File: config.mk
export PLATFORM = sky130hd
export DESIGN_NAME = deadband_chopper_path
export DESIGN_NICKNAME = d
export VERILOG_FILES = /design/src/design/deadband_chopper_pkg.sv /design/src/design/deadband_chopper_path.sv /design/src/design/edge_delay.sv
export VERILOG_INCLUDE_DIRS = /design/src /design/src/design
export SDC_FILE = /design/constraint.sdc
export NUM_CORES = 1
export LEC_CHECK = 0
export BUFFER_PORTS_ARGS = -buffer_cell sky130_fd_sc_hd__buf_4
export CELL_PAD_IN_SITES_DETAIL_PLACEMENT = 0
export CELL_PAD_IN_SITES_GLOBAL_PLACEMENT = 2
export CORE_MARGIN = 4
export CORE_UTILIZATION = 25
export DETAILED_ROUTE_END_ITERATION = 10
export GPL_TIMING_DRIVEN = 0
export PLACE_DENSITY_LB_ADDON = 0.1
export REMOVE_ABC_BUFFERS = 1
export SLEW_MARGIN = 10
export SYNTH_ARGS = -nofsm -noshare
export SYNTH_HDL_FRONTEND = slang
export SYNTH_SLANG_ARGS = --single-unit
File: constraint.sdc
create_clock -name core_clk -period 7.19 [get_ports core_clk]
set_input_delay 1.438 -clock core_clk [delete_from_list [all_inputs] [get_ports core_clk]]
set_output_delay 1.438 -clock core_clk [all_outputs]
set_load 0.02 [all_outputs]
File: src/design/deadband_chopper_params.svh
// Register map, field positions, reset values and timing counts
`ifndef DEADBAND_CHOPPER_PARAMS_SVH
`define DEADBAND_CHOPPER_PARAMS_SVH

// Register indices; byte address is four times the index
`define IDX_DEADTIME_CONTROL 6'h0f
`define IDX_RISE_DELAY_COUNT 6'h10
`define IDX_FALL_DELAY_COUNT 6'h11
`define IDX_CHOPPER_CONTROL  6'h1e
`define IDX_TICK_DIVIDER     6'h20
`define IDX_PATH_STATUS      6'h21

// deadtime_control fields
`define DT_OUT_MODE          1:0
`define DT_INVERSION_SELECT  3:2
`define DT_IN_MODE           5:4
`define DT_HALF_CYCLE        15
`define DT_WRITE_MASK        16'h803f

// chopper_control fields
`define CH_ENABLE            0
`define CH_FIRST_PULSE_WIDTH 4:1
`define CH_CARRIER_FREQUENCY 7:5
`define CH_CARRIER_DUTY      10:8
`define CH_WRITE_MASK        16'h07ff

// Reset values
`define RST_DEADTIME_CONTROL 16'h0000
`define RST_DELAY_COUNT      10'h000
`define RST_CHOPPER_CONTROL  16'h0000
`define RST_TICK_DIVIDER     8'h00

// Timing counts in system clocks
`define FIRST_PULSE_UNIT     8
`define CARRIER_STEPS        8

// Bus responses
`define RESP_OKAY            2'b00
`define RESP_SLVERR          2'b10

`endif

File: src/design/deadband_chopper_pkg.sv
// Types shared by the dead-band and chopper path
package deadband_chopper_pkg;
  typedef logic [1:0]  axi_resp_t;
  typedef logic [5:0]  reg_index_t;
  typedef logic [9:0]  delay_count_t;
  typedef logic [15:0] reg_word_t;
  typedef enum logic { DELAY_FALLING_EDGE, DELAY_RISING_EDGE } delay_kind_e;
endpackage

File: src/design/deadband_chopper_path.sv
// Dead-band and chopper output path of a PWM channel pair
//
// Functional notes
// - Half-cycle mode steps delays at twice tick when the divider is nonzero
// - Output mode picks which delays apply
// - Mode zero passes inputs, ignores polarity
// - Mode 01: A direct, B falling-delayed A
// - Mode 10: A rising-delayed, B direct
// - Inversion select flips each delayed signal
// - Both delays: polarity gives four pair modes
// - All source, mode, polarity combinations work
// - Delay counts are ten bits of ticks
// - Separate rise and fall delays, own edges
// - Chopper modulates dead-band output with carrier
// - Carrier from system clock, frequency, duty fields
// - Wide first pulse, then carrier-gated pulses
// - First pulse eight clocks times width plus one
// - Chopper disabled passes dead-band outputs unchanged
// - Inputs are upstream channel A and B
// - Input mode selects each delay source
// - Eight duty steps, 12.5% to 100%
`timescale 1ns/1ps
`include "deadband_chopper_params.svh"
module deadband_chopper_path
  import deadband_chopper_pkg::*;
#(
  parameter int DELAY_W = 10,
  parameter int DIV_W   = 8
) (
  input  wire logic        core_clk,
  input  wire logic        rst_n,
  input  wire logic        awvalid,
  output logic             awready,
  input  wire logic [7:0]  awaddr,
  input  wire logic [2:0]  awprot,
  input  wire logic        wvalid,
  output logic             wready,
  input  wire logic [31:0] wdata,
  input  wire logic [3:0]  wstrb,
  output logic             bvalid,
  input  wire logic        bready,
  output deadband_chopper_pkg::axi_resp_t bresp,
  input  wire logic        arvalid,
  output logic             arready,
  input  wire logic [7:0]  araddr,
  input  wire logic [2:0]  arprot,
  output logic             rvalid,
  input  wire logic        rready,
  output logic [31:0]      rdata,
  output deadband_chopper_pkg::axi_resp_t rresp,
  input  wire logic        channel_a_in,
  input  wire logic        channel_b_in,
  output logic             channel_a_out,
  output logic             channel_b_out
);
  import deadband_chopper_pkg::*;

  // ---------------------------------------------------------------
  // Helpers
  // ---------------------------------------------------------------
  function automatic reg_index_t addr_index(input logic [7:0] addr);
    addr_index = addr[7:2];
  endfunction

  function automatic logic is_mapped(input reg_index_t idx);
    is_mapped = (idx == `IDX_DEADTIME_CONTROL) || (idx == `IDX_RISE_DELAY_COUNT) ||
                (idx == `IDX_FALL_DELAY_COUNT) || (idx == `IDX_CHOPPER_CONTROL) ||
                (idx == `IDX_TICK_DIVIDER)     || (idx == `IDX_PATH_STATUS);
  endfunction

  function automatic reg_word_t merge_bytes(input reg_word_t old_val,
                                            input logic [31:0] data,
                                            input logic [3:0] strb);
    merge_bytes = old_val;
    if (strb[0]) merge_bytes[7:0]  = data[7:0];
    if (strb[1]) merge_bytes[15:8] = data[15:8];
  endfunction

  // ---------------------------------------------------------------
  // Registers and bus state
  // ---------------------------------------------------------------
  reg_word_t           deadtime_control_reg;
  logic [DELAY_W-1:0]  rise_delay_count_reg;
  logic [DELAY_W-1:0]  fall_delay_count_reg;
  reg_word_t           chopper_control_reg;
  logic [DIV_W-1:0]    tick_divider_reg;
  logic                aw_held_reg;
  logic                w_held_reg;
  logic [7:0]          awaddr_reg;
  logic [31:0]         wdata_reg;
  logic [3:0]          wstrb_reg;
  logic                do_write;
  reg_index_t          wr_idx;
  reg_index_t          rd_idx;
  logic [31:0]         rd_value;

  // Path state
  logic [DIV_W-1:0]    tb_cnt_reg;
  logic                tick;
  logic                delay_step;
  logic                a_q_reg;
  logic                b_q_reg;
  logic                rise_src;
  logic                fall_src;
  logic                rise_delay;
  logic                fall_delay;
  logic [1:0]          out_mode;
  logic [1:0]          inversion_select;
  logic [1:0]          in_mode;
  logic [1:0]          db_out;
  logic [1:0]          db_prev_reg;
  logic [2:0]          carrier_div_reg;
  logic [2:0]          carrier_step_reg;
  logic                carrier;
  logic [7:0]          first_pulse_cnt_reg [2];
  logic [1:0]          first_pulse_on;
  logic [7:0]          first_pulse_len;
  logic [1:0]          chop_out;

  assign do_write = aw_held_reg && w_held_reg && !bvalid;
  assign wr_idx   = addr_index(awaddr_reg);
  assign rd_idx   = addr_index(araddr);

  // ---------------------------------------------------------------
  // Write address and data capture, in either order
  // ---------------------------------------------------------------
  always_ff @(posedge core_clk or negedge rst_n) begin
    if (!rst_n) begin
      aw_held_reg <= 1'b0;
      awready     <= 1'b0;
      awaddr_reg  <= 8'h00;
    end else if (awvalid && awready) begin
      aw_held_reg <= 1'b1;
      awready     <= 1'b0;
      awaddr_reg  <= awaddr;
    end else if (do_write) begin
      aw_held_reg <= 1'b0;
    end else if (!aw_held_reg) begin
      awready     <= 1'b1;
    end
  end

  always_ff @(posedge core_clk or negedge rst_n) begin
    if (!rst_n) begin
      w_held_reg <= 1'b0;
      wready     <= 1'b0;
      wdata_reg  <= 32'h0000_0000;
      wstrb_reg  <= 4'h0;
    end else if (wvalid && wready) begin
      w_held_reg <= 1'b1;
      wready     <= 1'b0;
      wdata_reg  <= wdata;
      wstrb_reg  <= wstrb;
    end else if (do_write) begin
      w_held_reg <= 1'b0;
    end else if (!w_held_reg) begin
      wready     <= 1'b1;
    end
  end

  // ---------------------------------------------------------------
  // Write response
  // ---------------------------------------------------------------
  always_ff @(posedge core_clk or negedge rst_n) begin
    if (!rst_n) begin
      bvalid <= 1'b0;
      bresp  <= `RESP_OKAY;
    end else if (do_write) begin
      bvalid <= 1'b1;
      bresp  <= is_mapped(wr_idx) ? `RESP_OKAY : `RESP_SLVERR;
    end else if (bready) begin
      bvalid <= 1'b0;
    end
  end

  // ---------------------------------------------------------------
  // Register file; status register is read-only
  // ---------------------------------------------------------------
  always_ff @(posedge core_clk or negedge rst_n) begin
    if (!rst_n) begin
      deadtime_control_reg <= `RST_DEADTIME_CONTROL;
      rise_delay_count_reg <= `RST_DELAY_COUNT;
      fall_delay_count_reg <= `RST_DELAY_COUNT;
      chopper_control_reg  <= `RST_CHOPPER_CONTROL;
      tick_divider_reg     <= `RST_TICK_DIVIDER;
    end else if (do_write) begin
      case (wr_idx)
        `IDX_DEADTIME_CONTROL:
          deadtime_control_reg <= merge_bytes(deadtime_control_reg, wdata_reg, wstrb_reg)
                                  & `DT_WRITE_MASK;
        `IDX_RISE_DELAY_COUNT:
          rise_delay_count_reg <= DELAY_W'(merge_bytes(16'(rise_delay_count_reg),
                                                       wdata_reg, wstrb_reg));
        `IDX_FALL_DELAY_COUNT:
          fall_delay_count_reg <= DELAY_W'(merge_bytes(16'(fall_delay_count_reg),
                                                       wdata_reg, wstrb_reg));
        `IDX_CHOPPER_CONTROL:
          chopper_control_reg  <= merge_bytes(chopper_control_reg, wdata_reg, wstrb_reg)
                                  & `CH_WRITE_MASK;
        `IDX_TICK_DIVIDER:
          tick_divider_reg     <= DIV_W'(merge_bytes(16'(tick_divider_reg),
                                                     wdata_reg, wstrb_reg));
        default: ;
      endcase
    end
  end

  // ---------------------------------------------------------------
  // Read channel
  // ---------------------------------------------------------------
  always_comb begin
    rd_value = 32'h0000_0000;
    case (rd_idx)
      `IDX_DEADTIME_CONTROL: rd_value = {16'h0000, deadtime_control_reg};
      `IDX_RISE_DELAY_COUNT: rd_value = 32'(rise_delay_count_reg);
      `IDX_FALL_DELAY_COUNT: rd_value = 32'(fall_delay_count_reg);
      `IDX_CHOPPER_CONTROL:  rd_value = {16'h0000, chopper_control_reg};
      `IDX_TICK_DIVIDER:     rd_value = 32'(tick_divider_reg);
      `IDX_PATH_STATUS:      rd_value = {25'h0, carrier, first_pulse_on, db_prev_reg,
                                         channel_b_out, channel_a_out};
      default:               rd_value = 32'h0000_0000;
    endcase
  end

  always_ff @(posedge core_clk or negedge rst_n) begin
    if (!rst_n) begin
      arready <= 1'b0;
      rvalid  <= 1'b0;
      rdata   <= 32'h0000_0000;
      rresp   <= `RESP_OKAY;
    end else if (arvalid && arready) begin
      arready <= 1'b0;
      rvalid  <= 1'b1;
      rdata   <= rd_value;
      rresp   <= is_mapped(rd_idx) ? `RESP_OKAY : `RESP_SLVERR;
    end else if (rvalid) begin
      if (rready) begin
        rvalid <= 1'b0;
      end
    end else begin
      arready <= 1'b1;
    end
  end

  // ---------------------------------------------------------------
  // Time-base tick and delay step
  // ---------------------------------------------------------------
  assign tick = (tb_cnt_reg == tick_divider_reg);
  assign delay_step = tick || (deadtime_control_reg[`DT_HALF_CYCLE] &&
                               tick_divider_reg != '0 &&
                               tb_cnt_reg == (tick_divider_reg >> 1));

  always_ff @(posedge core_clk or negedge rst_n) begin
    if (!rst_n) begin
      tb_cnt_reg <= '0;
    end else if (tick) begin
      tb_cnt_reg <= '0;
    end else begin
      tb_cnt_reg <= tb_cnt_reg + DIV_W'(1);
    end
  end

  // ---------------------------------------------------------------
  // Dead-band stage
  // ---------------------------------------------------------------
  assign out_mode         = deadtime_control_reg[`DT_OUT_MODE];
  assign inversion_select = deadtime_control_reg[`DT_INVERSION_SELECT];
  assign in_mode          = deadtime_control_reg[`DT_IN_MODE];
  assign rise_src = in_mode[0] ? channel_b_in : channel_a_in;
  assign fall_src = in_mode[1] ? channel_b_in : channel_a_in;

  // Align the undelayed path with the delay units' register stage
  always_ff @(posedge core_clk or negedge rst_n) begin
    if (!rst_n) begin
      a_q_reg <= 1'b0;
      b_q_reg <= 1'b0;
    end else begin
      a_q_reg <= channel_a_in;
      b_q_reg <= channel_b_in;
    end
  end

  edge_delay #(.WIDTH(DELAY_W)) u_rise_delay (
    .core_clk    (core_clk),
    .rst_n       (rst_n),
    .kind        (DELAY_RISING_EDGE),
    .sig_in      (rise_src),
    .delay_count (rise_delay_count_reg),
    .step        (delay_step),
    .sig_out     (rise_delay)
  );

  edge_delay #(.WIDTH(DELAY_W)) u_fall_delay (
    .core_clk    (core_clk),
    .rst_n       (rst_n),
    .kind        (DELAY_FALLING_EDGE),
    .sig_in      (fall_src),
    .delay_count (fall_delay_count_reg),
    .step        (delay_step),
    .sig_out     (fall_delay)
  );

  // Inversion applies after the delay; mode zero ignores it
  assign db_out[0] = out_mode[1] ? (rise_delay ^ inversion_select[0]) : a_q_reg;
  assign db_out[1] = out_mode[0] ? (fall_delay ^ inversion_select[1]) : b_q_reg;

  // ---------------------------------------------------------------
  // Chopper carrier: period 8*(freq+1) clocks, high (duty+1)/8
  // ---------------------------------------------------------------
  always_ff @(posedge core_clk or negedge rst_n) begin
    if (!rst_n) begin
      carrier_div_reg  <= 3'h0;
      carrier_step_reg <= 3'h0;
    end else if (carrier_div_reg == chopper_control_reg[`CH_CARRIER_FREQUENCY]) begin
      carrier_div_reg  <= 3'h0;
      carrier_step_reg <= carrier_step_reg + 3'h1;
    end else begin
      carrier_div_reg  <= carrier_div_reg + 3'h1;
    end
  end

  assign carrier = (carrier_step_reg <= chopper_control_reg[`CH_CARRIER_DUTY]);

  // ---------------------------------------------------------------
  // First pulse and output gating, same settings on both channels
  // ---------------------------------------------------------------
  assign first_pulse_len = 8'((chopper_control_reg[`CH_FIRST_PULSE_WIDTH] + 5'h01)
                              * `FIRST_PULSE_UNIT);

  always_ff @(posedge core_clk or negedge rst_n) begin
    if (!rst_n) begin
      db_prev_reg            <= 2'b00;
      first_pulse_cnt_reg[0] <= 8'h00;
      first_pulse_cnt_reg[1] <= 8'h00;
    end else begin
      db_prev_reg <= db_out;
      for (int ch = 0; ch < 2; ch++) begin
        if (db_out[ch] && !db_prev_reg[ch]) begin
          first_pulse_cnt_reg[ch] <= first_pulse_len - 8'h01;
        end else if (!db_out[ch]) begin
          first_pulse_cnt_reg[ch] <= 8'h00;
        end else if (first_pulse_cnt_reg[ch] != 8'h00) begin
          first_pulse_cnt_reg[ch] <= first_pulse_cnt_reg[ch] - 8'h01;
        end
      end
    end
  end

  always_comb begin
    for (int ch = 0; ch < 2; ch++) begin
      first_pulse_on[ch] = (db_out[ch] && !db_prev_reg[ch]) ||
                           (first_pulse_cnt_reg[ch] != 8'h00);
      chop_out[ch] = db_out[ch] && (first_pulse_on[ch] || carrier);
    end
  end

  always_ff @(posedge core_clk or negedge rst_n) begin
    if (!rst_n) begin
      channel_a_out <= 1'b0;
      channel_b_out <= 1'b0;
    end else if (chopper_control_reg[`CH_ENABLE]) begin
      channel_a_out <= chop_out[0];
      channel_b_out <= chop_out[1];
    end else begin
      channel_a_out <= db_out[0];
      channel_b_out <= db_out[1];
    end
  end
endmodule

File: src/design/edge_delay.sv
// One edge-delay unit: delays one edge kind, passes the other at once
`timescale 1ns/1ps
`include "deadband_chopper_params.svh"
module edge_delay
  import deadband_chopper_pkg::*;
#(
  parameter int WIDTH = 10
) (
  input  wire logic                 core_clk,
  input  wire logic                 rst_n,
  input  wire deadband_chopper_pkg::delay_kind_e kind,
  input  wire logic                 sig_in,
  input  wire logic [WIDTH-1:0]     delay_count,
  input  wire logic                 step,
  output logic                      sig_out
);
  logic [WIDTH-1:0] cnt_reg;
  logic             pending;
  logic             delayed_edge;

  assign pending      = (sig_in != sig_out);
  assign delayed_edge = (kind == DELAY_RISING_EDGE) ? sig_in : !sig_in;

  // ---------------------------------------------------------------
  // Delay counter, restarted whenever input and output agree again
  // ---------------------------------------------------------------
  always_ff @(posedge core_clk or negedge rst_n) begin
    if (!rst_n) begin
      cnt_reg <= '0;
      sig_out <= 1'b0;
    end else if (!pending) begin
      cnt_reg <= '0;
    end else if (!delayed_edge || delay_count == '0) begin
      sig_out <= sig_in;
      cnt_reg <= '0;
    end else if (step) begin
      if (cnt_reg >= delay_count - WIDTH'(1)) begin
        sig_out <= sig_in;
        cnt_reg <= '0;
      end else begin
        cnt_reg <= cnt_reg + WIDTH'(1);
      end
    end
  end
endmodule

==> results of run 1 <==
## synthesized netlist by cell type (10+ instances only)
master	n	share of area (%)
and3_1	15	1.2
nand2_1	51	2.5
xnor2_1	45	5.1
nand3_1	24	1.6
nor2b_1	19	1.5
inv_1	28	1.4
a22o_1	16	1.8
buf_4	23	2.2
clkbuf_1	11	0.53
a21oi_1	18	1.2
nor3_1	13	0.84
mux2_2	65	9.5
nor2_1	57	2.8
o21ai_0	40	2.6
a222oi_1	10	1.3
dfrtp_1	145	47
xor2_1	13	1.5
ha_1	33	5.3
## power breakdown
part | switching [uW] | internal (uW)
combinational | 810 | 694
clock | 366 | 545
sequential | 348 | 1070
## worst max-delay path, delay by kind of cell, from the launching register on
family | cells | cell delay, ns
XOR/XNOR | 1 | 0.18
adder cells (fa/ha/maj) | 2 | 0.49
buffers and inverters | 1 | 0.17
AO/OA/AOI/OAI | 3 | 0.95
flip-flops | 1 | 0.48
AND/OR/NAND/NOR | 4 | 1.11
## routing by layer
metal,vias to the layer above,share of wire (%),GRT usage (%)
met3,15,3.2,2.59
met1,2774,49,18.2
li1,2688,-,-
met4,0,1.1,3.31
met2,88,46,19.7
met5,-,0,0
## cell usage in the layout, fill, tap and decap left out, types with 3 or more instances in the layout
| cell | instances |
|---|---|
| o21ai_0 | 39 |
| a22o_1 | 16 |
| dfrtp_1 | 145 |
| nor2b_1 | 19 |
| nor4_2 | 3 |
| a211oi_1 | 9 |
| clkinv_4 | 4 |
| inv_1 | 28 |
| nand3b_1 | 3 |
| nor2_1 | 57 |
| a221oi_1 | 4 |
| nand2_1 | 51 |
| nor3_1 | 12 |
| mux2_2 | 65 |
| a31oi_1 | 9 |
| nor3_2 | 3 |
| xnor2_1 | 45 |
| and3_1 | 15 |
| clkinv_2 | 3 |
| a222oi_1 | 10 |
| a21oi_1 | 18 |
| a21o_1 | 5 |
| nor4_1 | 6 |
| nand4_1 | 6 |
| bufinv_16 | 3 |
| conb_1 | 22 |
| and2_1 | 4 |
| xor2_1 | 13 |
| ha_1 | 33 |
| or3_1 | 7 |
| buf_4 | 56 |
| nand3_1 | 24 |
| nand2b_1 | 6 |
| clkbuf_16 | 17 |
## cells by family after synthesis
logic type,synth area share [%]
AO/OA/AOI/OAI,11.4
other,0.0485
buffers and inverters,4.81
flip-flops,47.0
multiplexers,9.73
AND/OR/NAND/NOR,15.1
XOR/XNOR,6.58
adder cells (fa/ha/maj),5.35
## area by class of cell
| class | instances | area [sq um] | share of cell area, % |
|---|---|---|---|
| clock inverters | 13 | 164 | 1.80 |
| repair buffers | 58 | 463 | 5.08 |
| multi-input cells | 537 | 3820 | 42.0 |
| flip-flops and latches | 145 | 3630 | 39.8 |
| well taps | 396 | 495 | 5.44 |
| inverters | 28 | 105 | 1.15 |
| clock buffers | 18 | 429 | 4.71 |
## stage by stage
step	cells	hold slack (ns)	cell area [sq um]
2_1_floorplan	710	0.444	7540
3_5_place_dp	1164	0.465	8510
4_1_cts	1195	0.478	9110
5_1_grt	1195	0.509	9110
3_3_place_gp	1161	0.457	8450
6_report	1195	0.472	9110
## how the worst max path moves through the flow
stage	endpoint	slack (ns)	cells after the start	start
5_1_grt	u_fall_delay.cnt_reg[4]	3.41	11	fall_delay_count_reg[0]
3_3_place_gp	rdata[6]	3.21	7	araddr[7]
6_report	u_fall_delay.cnt_reg[9]	3.74	11	fall_delay_count_reg[0]
4_1_cts	u_fall_delay.cnt_reg[9]	3.69	11	fall_delay_count_reg[0]
2_1_floorplan	u_rise_delay.cnt_reg[9]	4.28	10	rise_delay_count_reg[4]
3_5_place_dp	u_fall_delay.cnt_reg[9]	3.63	6	channel_b_in
==> impl_metrics.json, run 1 <==
{
  "outcome": "finished clean",
  "rsz0062_at_grt": "no",
  "drive_above_1_share_pct": 20.9,
  "dpl.hpwl_um": 15600,
  "cts_setup_buffers": 0,
  "io_pins": 110,
  "cts_max_level": 4,
  "die_y_um": 184,
  "routed_wl_um": 21100,
  "synthFlopType": "dfrtp_1",
  "min_period_over_period_pct": 47.9,
  "drv_slew": 0,
  "crit_fanout": 11,
  "reg2reg_from": "fall_delay_count_reg[0]",
  "slew_headroom_pct": 30.5,
  "worst_ep_required_time_ns": 7.55,
  "finalSetupViolCount": 0,
  "first_iter_violations": 285,
  "antennaDiodeCount": 0,
  "dr.pass1.iters": 5,
  "synth_edf_count": 0,
  "min_path_cells": 2,
  "final_util_pct": 29.8,
  "vdd_drop_max_uv": 170,
  "crit_top_cell": "ha_1",
  "syn-cell-area_sq_mm": 0.00772,
  "end_kind": "flop",
  "power_uw": 3830,
  "hp-class": "flop to flop",
  "via_per_inst": 4.66,
  "grt_pass1_wl_um": 33200,
  "drc": 0,
  "fmax_mhz": 290,
  "finalHoldViolations": 0,
  "synth-seq-cells": 145,
  "fp.dieW_um": 184,
  "worstReg2RegEnd": "u_fall_delay.cnt_reg[9]",
  "hold_start": "rdata[10]",
  "regToRegSetupSlack_ns": 3.74,
  "crit_path_top_delay_cell": "nor2b_1",
  "critPathKind": "flop to flop",
  "cts_resized": 0,
  "first_global_vias": 5627,
  "arrival_ns": 3.81,
  "gp_congestion": 0.753,
  "cts_root_buf": "clkbuf_16",
  "core.rowCount": 64,
  "holdPathEnd": "rdata[10]",
  "grt_usage_pct": 12.7,
  "portBuffers": 55,
  "yosysWarnings": 0,
  "numCtsBuffers": 17,
  "powerDensity_mw_per_mm2": 421,
  "fin_crit_ns": 3.45,
  "fin_ws_ns": 3.74,
  "synth_area_per_cell_sq_um": 10.6,
  "clock-sinks": 145,
  "dr_total_vias": 5565,
  "cts_hold_buf": 0,
  "largest_reg_flops": 16,
  "tightest_slew_ns": 1.04,
  "reg2reg_depth": 11,
  "antenna_left": 0,
  "ys_types": 58,
  "clk_pin_slew_ns": 0.06,
  "clock_path_buffers": 2,
  "skew_ns": 0.0155,
  "grt-ovfl-total": 0,
  "maxCapViolCount": 0,
  "post-place-ws_ns": 3.63,
  "tns_ns": 0,
  "synth.yosys.seq_area_share_pct": 47.0,
  "start_util_pct": 25.3,
  "cts_tree": "built",
  "antenna_found_initial": 1,
  "area_growth_pct": 17.9,
  "async_reset_ff_share_pct": 100,
  "slowest_delay_ns": 0.64,
  "nets": 887,
  "nFillCells": 3171,
  "postSynthCellCount": 731,
  "grt_max_degree": 82,
  "coreArea_sq_mm": 0.0305,
  "start_kind": "flop",
  "wire_per_inst_um": 17.6,
  "clk_latency_ns": 0.43,
  "power_leakage_uw": 0.00424,
  "path_cells": "inv_1 > ha_1 > nand3b_1 > nor4_1 > xnor2_1 > ha_1 > o21ai_0 > nor2_1 > a2111o_1 > nor2b_1 > a22o_1",
  "dieArea_sq_mm": 0.0338
}
(Power assumes the default switching activity.)
==> run 2: changes to the inputs <==
Clock period 7.19 ns to 3.15 ns, I/O delays scaled along.
==> run 2 against run 1 <==
Effect of this change: worst setup slack got worse by 3.6 ns; first-iteration DRC count down 4.9%; clock skew hardly changed; sequential power grew 130%; routed wire length grew 1.0%; combinational power up 140%; cell area rose by 1.5%; power increased by 130%; critical endpoint is now u_rise_delay.cnt_reg[8]; largest power group unchanged.
==> impl_metrics.json, run 2 (same netlist as run 1, synthesis figures left out) <==
{
  "area_growth_pct": 19.6,
  "finalHoldViolations": 0,
  "powerDensity_mw_per_mm2": 971,
  "routed_wl_um": 21300,
  "grt_pass1_wl_um": 33300,
  "final_common_cell": "dfrtp_1",
  "cts_max_level": 4,
  "drive_above_1_share_pct": 23.4,
  "reg2reg_from": "rise_delay_count_reg[6]",
  "dpl.hpwl_um": 15600,
  "fmax_mhz": 330,
  "finalSetupViolCount": 0,
  "antenna_found_initial": 1,
  "power_uw": 8970,
  "io_pins": 110,
  "via_per_inst": 4.68,
  "drc": 0,
  "tightest_slew_ns": 1.04,
  "start_kind": "flop",
  "fin_area_sq_mm": 0.00924,
  "clock-sinks": 145,
  "antenna_left": 0,
  "hp-class": "input port to asynchronous set/reset pin",
  "die_y_um": 184,
  "start_util_pct": 25.3,
  "core.rowCount": 64,
  "dr_total_vias": 5623,
  "fin_crit_ns": 3.03,
  "cts_root_buf": "clkbuf_16",
  "fp.dieW_um": 184,
  "finalNonFillerCells": 1201,
  "place_area_sq_mm": 0.00851,
  "first_iter_violations": 271,
  "cp_top_family": "simple AND/OR/NAND/NOR gates",
  "path_cells": "nor4_4 > or3b_4 > xor2_1 > ha_1 > nand4_1 > buf_4 > o2bb2ai_2 > or4_4 > nor2b_4 > a22o_1",
  "coreArea_sq_mm": 0.0305,
  "first_global_vias": 5654,
  "arrival_ns": 3.40,
  "skew_ns": 0.0154,
  "outcome": "finished clean",
  "crit_fanout": 6,
  "worst_ep_required_time_ns": 3.52,
  "gp_congestion": 0.753,
  "cts_hold_buf": 0,
  "crit_path_top_delay_cell": "or4_4",
  "rsz0062_at_grt": "yes",
  "holdWs_ns": 0.203,
  "wire_per_inst_um": 17.7,
  "slew_headroom_pct": 30.7,
  "clk_pin_slew_ns": 0.06,
  "dieArea_sq_mm": 0.0338,
  "critPathLaunch": "rise_delay_count_reg[6]",
  "power_leakage_uw": 0.00430,
  "critPathKind": "flop to flop",
  "grt-ovfl-total": 0,
  "clock_path_buffers": 2,
  "end_kind": "flop",
  "nets": 893,
  "grt_usage_pct": 12.7,
  "layout_common_cells": "141 x dfrtp_1, 65 x mux2_2, 59 x buf_4",
  "antennaDiodeCount": 0,
  "clk_latency_ns": 0.43,
  "drv_slew": 0,
  "crit_buf_inv": 1,
  "cts_tree": "built",
  "placed_cells_incl_taps": 1164,
  "grt_max_degree": 82,
  "vdd_drop_max_uv": 389,
  "dr.pass1.iters": 5,
  "largest_reg_flops": 16,
  "slowest_delay_ns": 0.61,
  "portBuffers": 55,
  "maxCapViolCount": 0,
  "min_period_over_period_pct": 96.3,
  "tns_ns": 0,
  "numCtsBuffers": 17
}
-- run 2: cell types whose count changed in the layout (fill, tap and decap cells not counted), sizes merged --
cell / before / now
nor2b: 20 / 22
or4: 2 / 3
buf: 58 / 61
-- run 2: layout make-up --
class	instances	area (sq um)
fill	3161	21300
multi-input combinational	540	3930
sequential	145	3630
tap	396	495
timing repair buffer	61	485
clock buffer	18	429
clock inverter	13	164
inverter	28	105
-- run 2: report_power, final --
group | total, uW | internal, uW | switching, uW
clock network | 2080 | 1240 | 835
registers | 3250 | 2450 | 805
logic | 3640 | 1720 | 1920
total | 8970 | 5410 | 3560
-- run 2: metrics by stage --
stage                     worst slack, ns  util, %
final                               0.117     30.3
after global routing              -0.0343     30.3
after CTS                          0.0173     29.9
after detailed placement           -0.338     27.9
after global placement             -0.271     27.7
after floorplan                     0.241        -
-- run 2: worst paths after layout --
check	endpoint	slack [ns]	depth (start not counted)
worst max-delay path	u_rise_delay.cnt_reg[8]	0.12	10
worst min-delay path	first_pulse_cnt_reg[14]	0.20	1
worst max register to register	u_rise_delay.cnt_reg[8]	0.12	10
worst min register to register	rdata[10]	0.47	2
max in group asynchronous	rise_delay_count_reg[6]	2.17	2
min in group core_clk	a_q_reg	0.36	1
-- run 2: metal layers --
layer	global-route usage (%)	vias up	wire length, um
met5	0	-	0
li1	-	2712	-
met2	19.7	88	9900
met4	3.37	0	229
met1	18.3	2808	10500
met3	2.59	15	670
-- run 2: timing repair --
item,in CTS,in global routing
buffers inserted,0,3
cloned,1,2
resized for setup,5,16
endpoints found under the hold margin,0,0
endpoints found under the setup margin,19,20
pin swaps,0,7
